--- config.mk ---
export PLATFORM = sky130hd
export DESIGN_NAME = alo_router
export DESIGN_NICKNAME = d
export VERILOG_FILES = /design/src/hw/alo_pkg.sv /design/src/hw/alo_router.sv
export VERILOG_INCLUDE_DIRS = /design/src /design/src/hw
export SDC_FILE = /design/constraint.sdc
export NUM_CORES = 1
export LEC_CHECK = 0
export ABC_AREA = 1
export BUFFER_PORTS_ARGS = -buffer_cell sky130_fd_sc_hd__buf_4
export CAP_MARGIN = 10
export CORE_ASPECT_RATIO = 0.6
export CORE_MARGIN = 5
export CORE_UTILIZATION = 40
export DETAILED_ROUTE_END_ITERATION = 8
export GPL_TIMING_DRIVEN = 0
export REMOVE_ABC_BUFFERS = 1
export SYNTH_ARGS = -nofsm -noshare
export SYNTH_HDL_FRONTEND = slang
export SYNTH_SLANG_ARGS = --single-unit
--- constraint.sdc ---
create_clock -name sys_clk -period 5.8 [get_ports sys_clk]
set_input_delay 1.45 -clock sys_clk [delete_from_list [all_inputs] [get_ports sys_clk]]
set_output_delay 1.45 -clock sys_clk [all_outputs]
set_load 0.02 [all_outputs]
--- src/hw/alo_regs.svh ---
// Register map, reset values and timing counts of the alarm/output router
`ifndef ALO_REGS_SVH
`define ALO_REGS_SVH
// ----------------------------------------------------------------------
// Functional notes
// ----------------------------------------------------------------------
// Functional notes
// - With latch on, heater short alarm stays set until a release occurs.
// - Writing the short current setting to 50.0 A releases the latch.
// - Reset, function key or assigned event inputs 1-6 release the latch.
// - Entering a configuration level forces the latched short output off.
// - Short alarm hysteresis 0.1-50.0 A, default 0.1, only with latch off.
// - Loop burnout interval 0-9999 s, default 0; zero disables it.
// - Loop burnout only with alarm 1 type 12 on the standard model.
// - Evaluation starts when |SP-PV| exceeds level; default 8.0 or 10.00.
// - Burnout if deviation not reduced by band within interval; 3.0/0.20.
// - Control outputs 1 and 2 each route one of the listed sources.
// - Cooling routed under standard control drives 0% output.
// - Alarm, status, time signal and work bits only on relay/voltage.
// - Output 1 defaults heating, output 2 none; heat/cool forces cooling.
// - Work bits selectable only with the logic operation function on.
// - Aux outputs 1-4 take the same list; defaults alarms 1 to 4.
// - Heat/cool without output 2 routes cooling to aux 2 or aux 4.
// - With heater current detection, aux 1 defaults to heater burnout.
// - Combined alarm ORs sources whose weights appear in its code.
// - Combined alarm code 0 to 255, reset value 49.
// ----------------------------------------------------------------------
// Offsets (byte addresses for the first four, word addresses for the last four)
// ----------------------------------------------------------------------
`define ALO_OFF_CTRL 4'h0
`define ALO_OFF_SHORT 4'h4
`define ALO_OFF_LOOP_TIME 4'h8
`define ALO_OFF_LOOP_LVL 4'hC
`define ALO_ADR_CTL_SEL 3'h4
`define ALO_ADR_AUX_SEL 3'h5
`define ALO_ADR_COMB 3'h6
`define ALO_ADR_STATUS 3'h7
// ----------------------------------------------------------------------
// Reset values and limits
// ----------------------------------------------------------------------
`define ALO_RST_SHORT_SET 10'h064
`define ALO_SHORT_TOP 10'h1F4
`define ALO_RST_SHORT_HYST 10'h001
`define ALO_RST_LOOP_TIME 14'h0000
`define ALO_LOOP_TIME_MAX 14'h270F
`define ALO_RST_LOOP_LVL 16'h0050
`define ALO_RST_LOOP_BAND 16'h001E
`define ALO_LOOP_TYPE 8'h0C
`define ALO_RST_COMB 8'h31
`define ALO_RST_ALARM1_TYPE 8'h02
// ----------------------------------------------------------------------
// Timing
// ----------------------------------------------------------------------
`define ALO_CLK_HZ 200000000
`define ALO_TICK_S 1
`endif

--- src/hw/alo_pkg.sv ---
// Types shared by the alarm/output router
package alo_pkg;
   typedef enum logic [4:0] {
      ALO_SRC_NONE = 5'h00, ALO_SRC_HEAT = 5'h01, ALO_SRC_COOL = 5'h02,
      ALO_SRC_ALARM1 = 5'h03, ALO_SRC_ALARM2 = 5'h04, ALO_SRC_ALARM3 = 5'h05,
      ALO_SRC_ALARM4 = 5'h06, ALO_SRC_HEATER = 5'h07, ALO_SRC_BURNOUT = 5'h08,
      ALO_SRC_SHORT = 5'h09, ALO_SRC_INERR = 5'h0A, ALO_SRC_PEND = 5'h0B,
      ALO_SRC_STAGE = 5'h0C, ALO_SRC_RUN = 5'h0D, ALO_SRC_TSIG1 = 5'h0E,
      ALO_SRC_TSIG2 = 5'h0F, ALO_SRC_COMB = 5'h10, ALO_SRC_WORK1 = 5'h11,
      ALO_SRC_WORK8 = 5'h18
   } alo_src_t;

   // Internal alarm, control and status signals
   typedef struct packed {
      logic heat_on;
      logic cool_on;
      logic [3:0] alarm;
      logic heater_burnout_alarm;
      logic input_error;
      logic program_end;
      logic stage;
      logic run;
      logic [1:0] time_signal;
      logic [7:0] work_bit;
   } alo_sig_t;

   // Fitted hardware options
   typedef struct packed {
      logic standard_model;
      logic has_ctl2;
      logic compact_variant;
      logic heater_detect;
      logic [1:0] ctl_linear;
   } alo_strap_t;

   // Release requests, one-cycle pulses
   typedef struct packed {
      logic function_key;
      logic [5:0] event_in;
   } alo_release_t;
endpackage

--- src/hw/alo_router.sv ---
// Heater short latch, loop burnout detection and output routing with Avalon-MM registers
//
// The implementer's own choices: the register offsets and the Avalon-MM slave port.
`timescale 1ns/1ps
`default_nettype none
`include "alo_regs.svh"
module alo_router #(
   parameter int unsigned SEC_CYCLES = `ALO_TICK_S * `ALO_CLK_HZ
) (
   input wire logic sys_clk,
   input wire logic sys_rst,
   input wire logic [2:0] avs_address,
   input wire logic avs_read,
   input wire logic avs_write,
   input wire logic [31:0] avs_writedata,
   output logic [31:0] avs_readdata,
   output logic avs_waitrequest,
   input wire alo_pkg::alo_sig_t sig,
   input wire alo_pkg::alo_strap_t strap,
   input wire alo_pkg::alo_release_t release_req,
   input wire logic [9:0] short_current,
   input wire logic signed [15:0] set_point,
   input wire logic signed [15:0] process_value,
   input wire logic config_level,
   output logic [1:0] ctl_out,
   output logic [3:0] aux_out,
   output logic heater_short_alarm,
   output logic loop_burnout_alarm,
   output logic combined_alarm
);
   import alo_pkg::*;

   // ----------------------------------------------------------------------
   // Registers
   // ----------------------------------------------------------------------
   logic latch_en_reg;
   logic hc_mode_reg;
   logic logic_en_reg;
   logic fkey_cancel_reg;
   logic [5:0] event_cancel_reg;
   logic [7:0] alarm1_type_reg;
   logic [9:0] short_set_reg;
   logic [9:0] short_hyst_reg;
   logic [13:0] loop_time_reg;
   logic [15:0] loop_lvl_reg;
   logic [15:0] loop_band_reg;
   alo_src_t ctl_sel_reg [2];
   alo_src_t aux_sel_reg [4];
   logic aux1_written_reg;
   logic [7:0] comb_code_reg;
   logic short_raw_reg;
   logic short_held_reg;
   logic loop_eval_reg;
   logic [15:0] loop_ref_reg;
   logic [13:0] loop_cnt_reg;
   logic [31:0] tick_cnt_reg;
   logic tick_reg;
   logic wait_reg;
   logic [31:0] rdata_reg;

   logic wr_go;
   logic release_now;
   logic loop_enable;
   logic [15:0] dev_abs;
   logic short_on;
   logic [9:0] short_off_lvl;
   logic alarm1_eff;
   logic comb_now;
   alo_src_t ctl_eff [2];
   alo_src_t aux_eff [4];

   // ----------------------------------------------------------------------
   // Helpers
   // ----------------------------------------------------------------------
   function automatic logic [15:0] abs_diff(input logic signed [15:0] a,
                                            input logic signed [15:0] b);
      logic signed [16:0] d;
      d = 17'(a) - 17'(b);
      if (d < 0) begin
         d = -d;
      end
      abs_diff = (d > 17'sh0_FFFF) ? 16'hFFFF : d[15:0];
   endfunction

   // Value of one routed output for its selected source
   function automatic logic route(input alo_src_t s, input logic linear);
      logic v;
      v = 1'b0;
      if (linear && s > ALO_SRC_COOL) begin
         v = 1'b0;
      end else if (s >= ALO_SRC_WORK1 && !logic_en_reg) begin
         v = 1'b0;
      end else begin
         unique case (s) inside
            ALO_SRC_NONE: v = 1'b0;
            ALO_SRC_HEAT: v = sig.heat_on;
            ALO_SRC_COOL: v = hc_mode_reg & sig.cool_on;
            ALO_SRC_ALARM1: v = alarm1_eff;
            ALO_SRC_ALARM2: v = sig.alarm[1];
            ALO_SRC_ALARM3: v = sig.alarm[2];
            ALO_SRC_ALARM4: v = sig.alarm[3];
            ALO_SRC_HEATER: v = sig.heater_burnout_alarm | short_on;
            ALO_SRC_BURNOUT: v = sig.heater_burnout_alarm;
            ALO_SRC_SHORT: v = short_on;
            ALO_SRC_INERR: v = sig.input_error;
            ALO_SRC_PEND: v = sig.program_end;
            ALO_SRC_STAGE: v = sig.stage;
            ALO_SRC_RUN: v = sig.run;
            ALO_SRC_TSIG1: v = sig.time_signal[0];
            ALO_SRC_TSIG2: v = sig.time_signal[1];
            ALO_SRC_COMB: v = comb_now;
            [ALO_SRC_WORK1:ALO_SRC_WORK8]: v = sig.work_bit[3'(s - ALO_SRC_WORK1)];
            default: v = 1'b0;
         endcase
      end
      route = v;
   endfunction

   // ----------------------------------------------------------------------
   // Avalon-MM slave
   // ----------------------------------------------------------------------
   assign wr_go = avs_write && !wait_reg;

   always_ff @(posedge sys_clk) begin
      if (sys_rst) begin
         wait_reg <= 1'b1;
      end else if ((avs_read || avs_write) && wait_reg) begin
         wait_reg <= 1'b0;
      end else begin
         wait_reg <= 1'b1;
      end
   end

   always_ff @(posedge sys_clk) begin
      if (sys_rst) begin
         rdata_reg <= 32'h0000_0000;
      end else if (avs_read && wait_reg) begin
         unique case (avs_address)
            3'h0: rdata_reg <= {8'h00, alarm1_type_reg, 6'h00, event_cancel_reg,
                                fkey_cancel_reg, logic_en_reg, hc_mode_reg, latch_en_reg};
            3'h1: rdata_reg <= {6'h00, short_hyst_reg, 6'h00, short_set_reg};
            3'h2: rdata_reg <= {18'h0_0000, loop_time_reg};
            3'h3: rdata_reg <= {loop_band_reg, loop_lvl_reg};
            `ALO_ADR_CTL_SEL: rdata_reg <= {19'h0_0000, ctl_sel_reg[1], 3'h0, ctl_sel_reg[0]};
            `ALO_ADR_AUX_SEL: rdata_reg <= {3'h0, aux_sel_reg[3], 3'h0, aux_sel_reg[2],
                                            3'h0, aux_sel_reg[1], 3'h0, aux_sel_reg[0]};
            `ALO_ADR_COMB: rdata_reg <= {24'h00_0000, comb_code_reg};
            `ALO_ADR_STATUS: rdata_reg <= {21'h0_0000, combined_alarm, aux_out, ctl_out,
                                           short_raw_reg, loop_eval_reg,
                                           loop_burnout_alarm, short_held_reg};
         endcase
      end
   end

   assign avs_waitrequest = wait_reg;
   assign avs_readdata = rdata_reg;

   // ----------------------------------------------------------------------
   // Configuration registers
   // ----------------------------------------------------------------------
   always_ff @(posedge sys_clk) begin
      if (sys_rst) begin
         latch_en_reg <= 1'b0;
         hc_mode_reg <= 1'b0;
         logic_en_reg <= 1'b0;
         fkey_cancel_reg <= 1'b0;
         event_cancel_reg <= 6'h00;
         alarm1_type_reg <= `ALO_RST_ALARM1_TYPE;
      end else if (wr_go && avs_address == `ALO_OFF_CTRL >> 2) begin
         latch_en_reg <= avs_writedata[0];
         hc_mode_reg <= avs_writedata[1];
         logic_en_reg <= avs_writedata[2];
         fkey_cancel_reg <= avs_writedata[3];
         event_cancel_reg <= avs_writedata[9:4];
         alarm1_type_reg <= avs_writedata[23:16];
      end
   end

   always_ff @(posedge sys_clk) begin
      if (sys_rst) begin
         short_set_reg <= `ALO_RST_SHORT_SET;
         short_hyst_reg <= `ALO_RST_SHORT_HYST;
      end else if (wr_go && avs_address == `ALO_OFF_SHORT >> 2) begin
         short_set_reg <= (avs_writedata[9:0] > `ALO_SHORT_TOP) ? `ALO_SHORT_TOP
                                                                : avs_writedata[9:0];
         if (avs_writedata[25:16] != 10'h000 && avs_writedata[25:16] <= `ALO_SHORT_TOP) begin
            short_hyst_reg <= avs_writedata[25:16];
         end
      end
   end

   always_ff @(posedge sys_clk) begin
      if (sys_rst) begin
         loop_time_reg <= `ALO_RST_LOOP_TIME;
         loop_lvl_reg <= `ALO_RST_LOOP_LVL;
         loop_band_reg <= `ALO_RST_LOOP_BAND;
      end else if (wr_go && avs_address == `ALO_OFF_LOOP_TIME >> 2) begin
         loop_time_reg <= (avs_writedata[13:0] > `ALO_LOOP_TIME_MAX) ? `ALO_LOOP_TIME_MAX
                                                                     : avs_writedata[13:0];
      end else if (wr_go && avs_address == `ALO_OFF_LOOP_LVL >> 2) begin
         loop_lvl_reg <= avs_writedata[15:0];
         loop_band_reg <= avs_writedata[31:16];
      end
   end

   always_ff @(posedge sys_clk) begin
      if (sys_rst) begin
         ctl_sel_reg[0] <= ALO_SRC_HEAT;
         ctl_sel_reg[1] <= ALO_SRC_NONE;
         aux_sel_reg[0] <= ALO_SRC_ALARM1;
         aux_sel_reg[1] <= ALO_SRC_ALARM2;
         aux_sel_reg[2] <= ALO_SRC_ALARM3;
         aux_sel_reg[3] <= ALO_SRC_ALARM4;
         aux1_written_reg <= 1'b0;
      end else if (wr_go && avs_address == `ALO_ADR_CTL_SEL) begin
         ctl_sel_reg[0] <= alo_src_t'(avs_writedata[4:0]);
         ctl_sel_reg[1] <= alo_src_t'(avs_writedata[12:8]);
      end else if (wr_go && avs_address == `ALO_ADR_AUX_SEL) begin
         for (int i = 0; i < 4; i++) begin
            aux_sel_reg[i] <= alo_src_t'(avs_writedata[8*i +: 5]);
         end
         aux1_written_reg <= 1'b1;
      end
   end

   always_ff @(posedge sys_clk) begin
      if (sys_rst) begin
         comb_code_reg <= `ALO_RST_COMB;
      end else if (wr_go && avs_address == `ALO_ADR_COMB) begin
         comb_code_reg <= avs_writedata[7:0];
      end
   end

   // ----------------------------------------------------------------------
   // Heater short alarm with latch
   // ----------------------------------------------------------------------
   assign release_now = (release_req.function_key && fkey_cancel_reg)
                        || |(release_req.event_in & event_cancel_reg)
                        || (wr_go && avs_address == `ALO_OFF_SHORT >> 2
                            && avs_writedata[9:0] == `ALO_SHORT_TOP);
   assign short_off_lvl = (short_set_reg > short_hyst_reg) ? short_set_reg - short_hyst_reg
                                                           : 10'h000;

   always_ff @(posedge sys_clk) begin
      if (sys_rst) begin
         short_raw_reg <= 1'b0;
      end else if (short_current >= short_set_reg) begin
         short_raw_reg <= 1'b1;
      end else if (latch_en_reg || short_current < short_off_lvl) begin
         short_raw_reg <= 1'b0;
      end
   end

   always_ff @(posedge sys_clk) begin
      if (sys_rst || config_level) begin
         short_held_reg <= 1'b0;
      end else if (!latch_en_reg) begin
         short_held_reg <= 1'b0;
      end else if (short_raw_reg) begin
         short_held_reg <= 1'b1;
      end else if (release_now) begin
         short_held_reg <= 1'b0;
      end
   end

   assign short_on = !config_level && (short_raw_reg || short_held_reg);

   // ----------------------------------------------------------------------
   // Loop burnout detection
   // ----------------------------------------------------------------------
   assign loop_enable = loop_time_reg != 14'h0000 && alarm1_type_reg == `ALO_LOOP_TYPE
                        && strap.standard_model;
   assign dev_abs = abs_diff(set_point, process_value);

   always_ff @(posedge sys_clk) begin
      if (sys_rst || tick_reg) begin
         tick_cnt_reg <= 32'h0000_0000;
      end else begin
         tick_cnt_reg <= tick_cnt_reg + 32'h0000_0001;
      end
   end

   always_ff @(posedge sys_clk) begin
      if (sys_rst) begin
         tick_reg <= 1'b0;
      end else begin
         tick_reg <= (tick_cnt_reg == SEC_CYCLES - 2);
      end
   end

   always_ff @(posedge sys_clk) begin
      if (sys_rst || !loop_enable || dev_abs <= loop_lvl_reg) begin
         loop_eval_reg <= 1'b0;
         loop_ref_reg <= 16'h0000;
         loop_cnt_reg <= 14'h0000;
         loop_burnout_alarm <= 1'b0;
      end else if (!loop_eval_reg) begin
         loop_eval_reg <= 1'b1;
         loop_ref_reg <= dev_abs;
         loop_cnt_reg <= 14'h0000;
      end else if (tick_reg) begin
         if (loop_cnt_reg + 14'h0001 >= loop_time_reg) begin
            loop_cnt_reg <= 14'h0000;
            loop_ref_reg <= dev_abs;
            loop_burnout_alarm <= !(loop_ref_reg > dev_abs
                                    && loop_ref_reg - dev_abs > loop_band_reg);
         end else begin
            loop_cnt_reg <= loop_cnt_reg + 14'h0001;
         end
      end
   end

   assign alarm1_eff = loop_enable ? loop_burnout_alarm : sig.alarm[0];

   // ----------------------------------------------------------------------
   // Combined alarm and routing
   // ----------------------------------------------------------------------
   assign comb_now = |(comb_code_reg[6:0] & {sig.input_error, short_on,
                       sig.heater_burnout_alarm, sig.alarm[3:1], alarm1_eff});

   always_comb begin
      ctl_eff[0] = ctl_sel_reg[0];
      ctl_eff[1] = hc_mode_reg ? ALO_SRC_COOL : ctl_sel_reg[1];
      if (!strap.has_ctl2) begin
         ctl_eff[1] = ALO_SRC_NONE;
      end
      for (int i = 0; i < 4; i++) begin
         aux_eff[i] = aux_sel_reg[i];
      end
      if (strap.heater_detect && !aux1_written_reg) begin
         aux_eff[0] = ALO_SRC_BURNOUT;
      end
      if (hc_mode_reg && !strap.has_ctl2) begin
         if (strap.compact_variant) begin
            aux_eff[1] = ALO_SRC_COOL;
         end else begin
            aux_eff[3] = ALO_SRC_COOL;
         end
      end
   end

   always_ff @(posedge sys_clk) begin
      if (sys_rst) begin
         ctl_out <= 2'b00;
      end else begin
         for (int i = 0; i < 2; i++) begin
            ctl_out[i] <= strap.standard_model
                          && route(ctl_eff[i], strap.ctl_linear[i]);
         end
      end
   end

   always_ff @(posedge sys_clk) begin
      if (sys_rst) begin
         aux_out <= 4'h0;
      end else begin
         for (int i = 0; i < 4; i++) begin
            aux_out[i] <= route(aux_eff[i], 1'b0);
         end
      end
   end

   always_ff @(posedge sys_clk) begin
      if (sys_rst) begin
         heater_short_alarm <= 1'b0;
         combined_alarm <= 1'b0;
      end else begin
         heater_short_alarm <= short_on;
         combined_alarm <= comb_now;
      end
   end
endmodule
`default_nettype wire

==> impl_metrics.env <==
export IMPL_drt_vias_per_instance=5.628
export IMPL_required_ns=6.25
export IMPL_clock_sinks=231
export IMPL_critPathMaxFanout=5
export IMPL_startpoint_type="primary input"
export IMPL_wl_um=62110
export IMPL_period_share_pct=97.43
export IMPL_period_minus_slack_ns=5.651
export IMPL_synth_edf_count=30
export IMPL_hold_viol=0
export IMPL_hold_path_class="register to register"
export IMPL_relSlewSlack_pct=19.46
export IMPL_rows=56
export IMPL_cts_hold_buf=0
export IMPL_syn_area_per_cell_um2=6.848
export IMPL_nFillCells=4006
export IMPL_drc=0
export IMPL_grt_max_degree=93
export IMPL_path_common_cell="nand2_1"
export IMPL_worstMarginPinSlew_ns=1.205
export IMPL_start_util_pct=40.76
export IMPL_max_stage_delay_ns=0.61
export IMPL_max_freq_ghz=0.1770
export IMPL_setup_viol=0
export IMPL_fin_skew_ns=0.01476
export IMPL_criticalPathCategory="primary input to register"
export IMPL_grt_pass1_vias=15340
export IMPL_clock_latency_ns=0.57
export IMPL_ys_ff_latch=231
export IMPL_synth_top_area_share_pct=25.07
export IMPL_die_h_um=165.2
export IMPL_die_w_um=268.6
export IMPL_setup_tns_ns=0
export IMPL_synthCells=2344
export IMPL_yosysTopAreaCell="dfxtp_1"
export IMPL_slew_viol_final=0
export IMPL_end_kind="register"
export IMPL_r2r_start="loop_cnt_reg[0]"
export IMPL_whs_endpoint="short_hyst_reg[9]"
export IMPL_hp_start="short_hyst_reg[9]"
export IMPL_place_area_um2=17770
export IMPL_wl_per_cell_um=20.44
export IMPL_groute_usage_overall_pct=26.77
export IMPL_place_congestion=0.9896
export IMPL_core_um2=39380
export IMPL_ir_drop_mv=0.2049
export IMPL_ios=158
export IMPL_root_buffer="clkbuf_16"
export IMPL_final_nets=2743
export IMPL_antenna_left=0
export IMPL_synth_flop_cell="dfxtp_1"
export IMPL_cts_tree="done"
export IMPL_r2r_setup_slack_ns=1.61
export IMPL_cts_max_path_buffers=3
export IMPL_r2r_cells=20
export IMPL_finalInstanceArea_um2=19310
export IMPL_antennaDiodeCount=0
export IMPL_ys_types=67
export IMPL_first_pass_iters=6
export IMPL_r2r_end="loop_ref_reg[9]"
export IMPL_synthArstFlopShare_pct=0
export IMPL_htreeDepth=1
export IMPL_pwr_density_cell_nw_per_um2=249.6
export IMPL_cap_violations=0
export IMPL_worstHoldPathCells=2
export IMPL_grt_pass1_wl_um=91450
export IMPL_worst_path_max_delay_cell="fa_2"
export IMPL_place_port_buffers=157
export IMPL_drive_gt1_share_pct=14.07
export IMPL_p_leak_nw=8.467
export IMPL_ys_warn_count=0
export IMPL_antenna_found_initial=0
export IMPL_drt_iter0_drc=2091
export IMPL_clk_pin_slew_ns=0.07
export IMPL_status="completed"
export IMPL_dieArea_um2=44370
export IMPL_dp_hpwl_um=48780
export IMPL_ys_seq_area_share_pct=30.68
export IMPL_vias=17100
export IMPL_grt_ovfl_total=0
export IMPL_cts_buffers=25
export IMPL_crit_arrival_ns=6.10
export IMPL_yosys_top_cells_area="dfxtp_1 25%, ha_1 10%, nand2_1 9.4%, inv_1 8.7%, a21oi_1 5.7%"
export IMPL_area_growth_pct=20.31
export IMPL_synth_cell_area_um2=16050
==> final cells by class <==
cell class | instances | area [µm²] | share of cell area (%)
timing repair buffer | 183 | 1425 | 7.380
multi-input combinational | 1680 | 10000 | 51.79
sequential | 231 | 4925 | 25.50
tap | 522 | 653.1 | 3.382
inverter | 376 | 1416 | 7.334
clock buffer | 32 | 691.9 | 3.583
clock inverter | 14 | 197.7 | 1.024
==> cells in the mapped netlist, drive strengths merged, types with 3 or more instances <==
cell and n:
xor2 36, or2 14, nand2 412, nand4 46
o221ai 11, a211oi 14, nor3 56, o32ai 3
nand3 141, nor2 251, inv 371, edfxtp 30
dfxtp 201, buf 6, o22ai 20, o21ai 180
o2111ai 9, o211ai 22, clkinv 5, a21oi 184
ha 128, a2111oi 4, a41oi 9, o21a 5
a221oi 7, o31ai 4, nand3b 4, clkbuf 51
a22oi 19, nor4 28, nor3b 4, a311oi 3
o21bai 5, a21o 3, a21boi 3, xnor2 12
a31oi 24
==> stage by stage <==
step	setup slack [ns]	power, mW	hold slack [ns]	std cells	util, %
2_1_floorplan	0.1149	2.440	0.4293	2287	-
6_report	0.1493	4.821	0.4551	3038	49.04
5_1_grt	-0.05772	5.037	0.4802	3038	49.04
4_1_cts	0.02208	4.671	0.4606	3024	47.67
3_3_place_gp	-3.259	2.838	0.4339	2966	44.84
3_5_place_dp	-1.098	2.859	0.4496	2971	45.12
==> where the power goes <==
group	internal [mW]	switching, mW	leakage, nW
logic	0.497	0.865	6.13
registers	1.65	0.0306	1.91
clock network	1.03	0.748	0.425
==> worst max-delay path: cells and delay by family <==
kind | cells | cell delay, ns
compound gates | 3 | 0.72
xor+xnor | 1 | 0.20
fa+ha+maj | 5 | 1.49
buf+inv | 4 | 0.23
simple gates | 19 | 2.00
==> logic make-up (layout without fill, tap and decap cells) <==
kind of cell | after synthesis | after routing | synth area share (%)
compound gates | 541 | 541 | 19.87
flops | 231 | 231 | 30.68
simple gates | 961 | 961 | 26.39
buf+inv | 433 | 605 | 10.21
fa+ha+maj | 130 | 130 | 10.23
xor+xnor | 48 | 48 | 2.619
==> worst max path at each step <==
stage	startpoint	endpoint	slack, ns
after CTS	set_point[0]	loop_burnout_alarm	0.02
final	set_point[0]	loop_burnout_alarm	0.15
after detailed placement	set_point[0]	loop_burnout_alarm	-1.10
after global routing	set_point[0]	loop_burnout_alarm	-0.06
after global placement	avs_address[0]	loop_lvl_reg[14]	-3.26
after floorplan	set_point[0]	loop_burnout_alarm	0.11
==> routing by layer <==
metal,global-route usage [%],wire (µm)
met4,5.207,1250
met1,40.53,29230
met5,0,0
met3,11.92,8622
met2,34.41,23010
==> layout by cell type (no fill, tap or decap), types with 29 or more instances in the layout <==
cell	count
nand2_1	390
a21oi_1	173
nand4_1	46
dfxtp_1	201
o21ai_0	174
nor3_1	51
nand3_1	133
ha_1	116
inv_1	361
nor2_1	230
buf_4	176
edfxtp_1	30
xor2_1	29
==> repair_timing <==
action                                  in CTS  in global routing
pin swaps                                    2                 36
resized for setup                           15                 89
cloned                                       0                  0
setup buffers                                7                 11
endpoints found under the setup margin       1                  1
No activity file was read; power rests on OpenSTA's default activity.
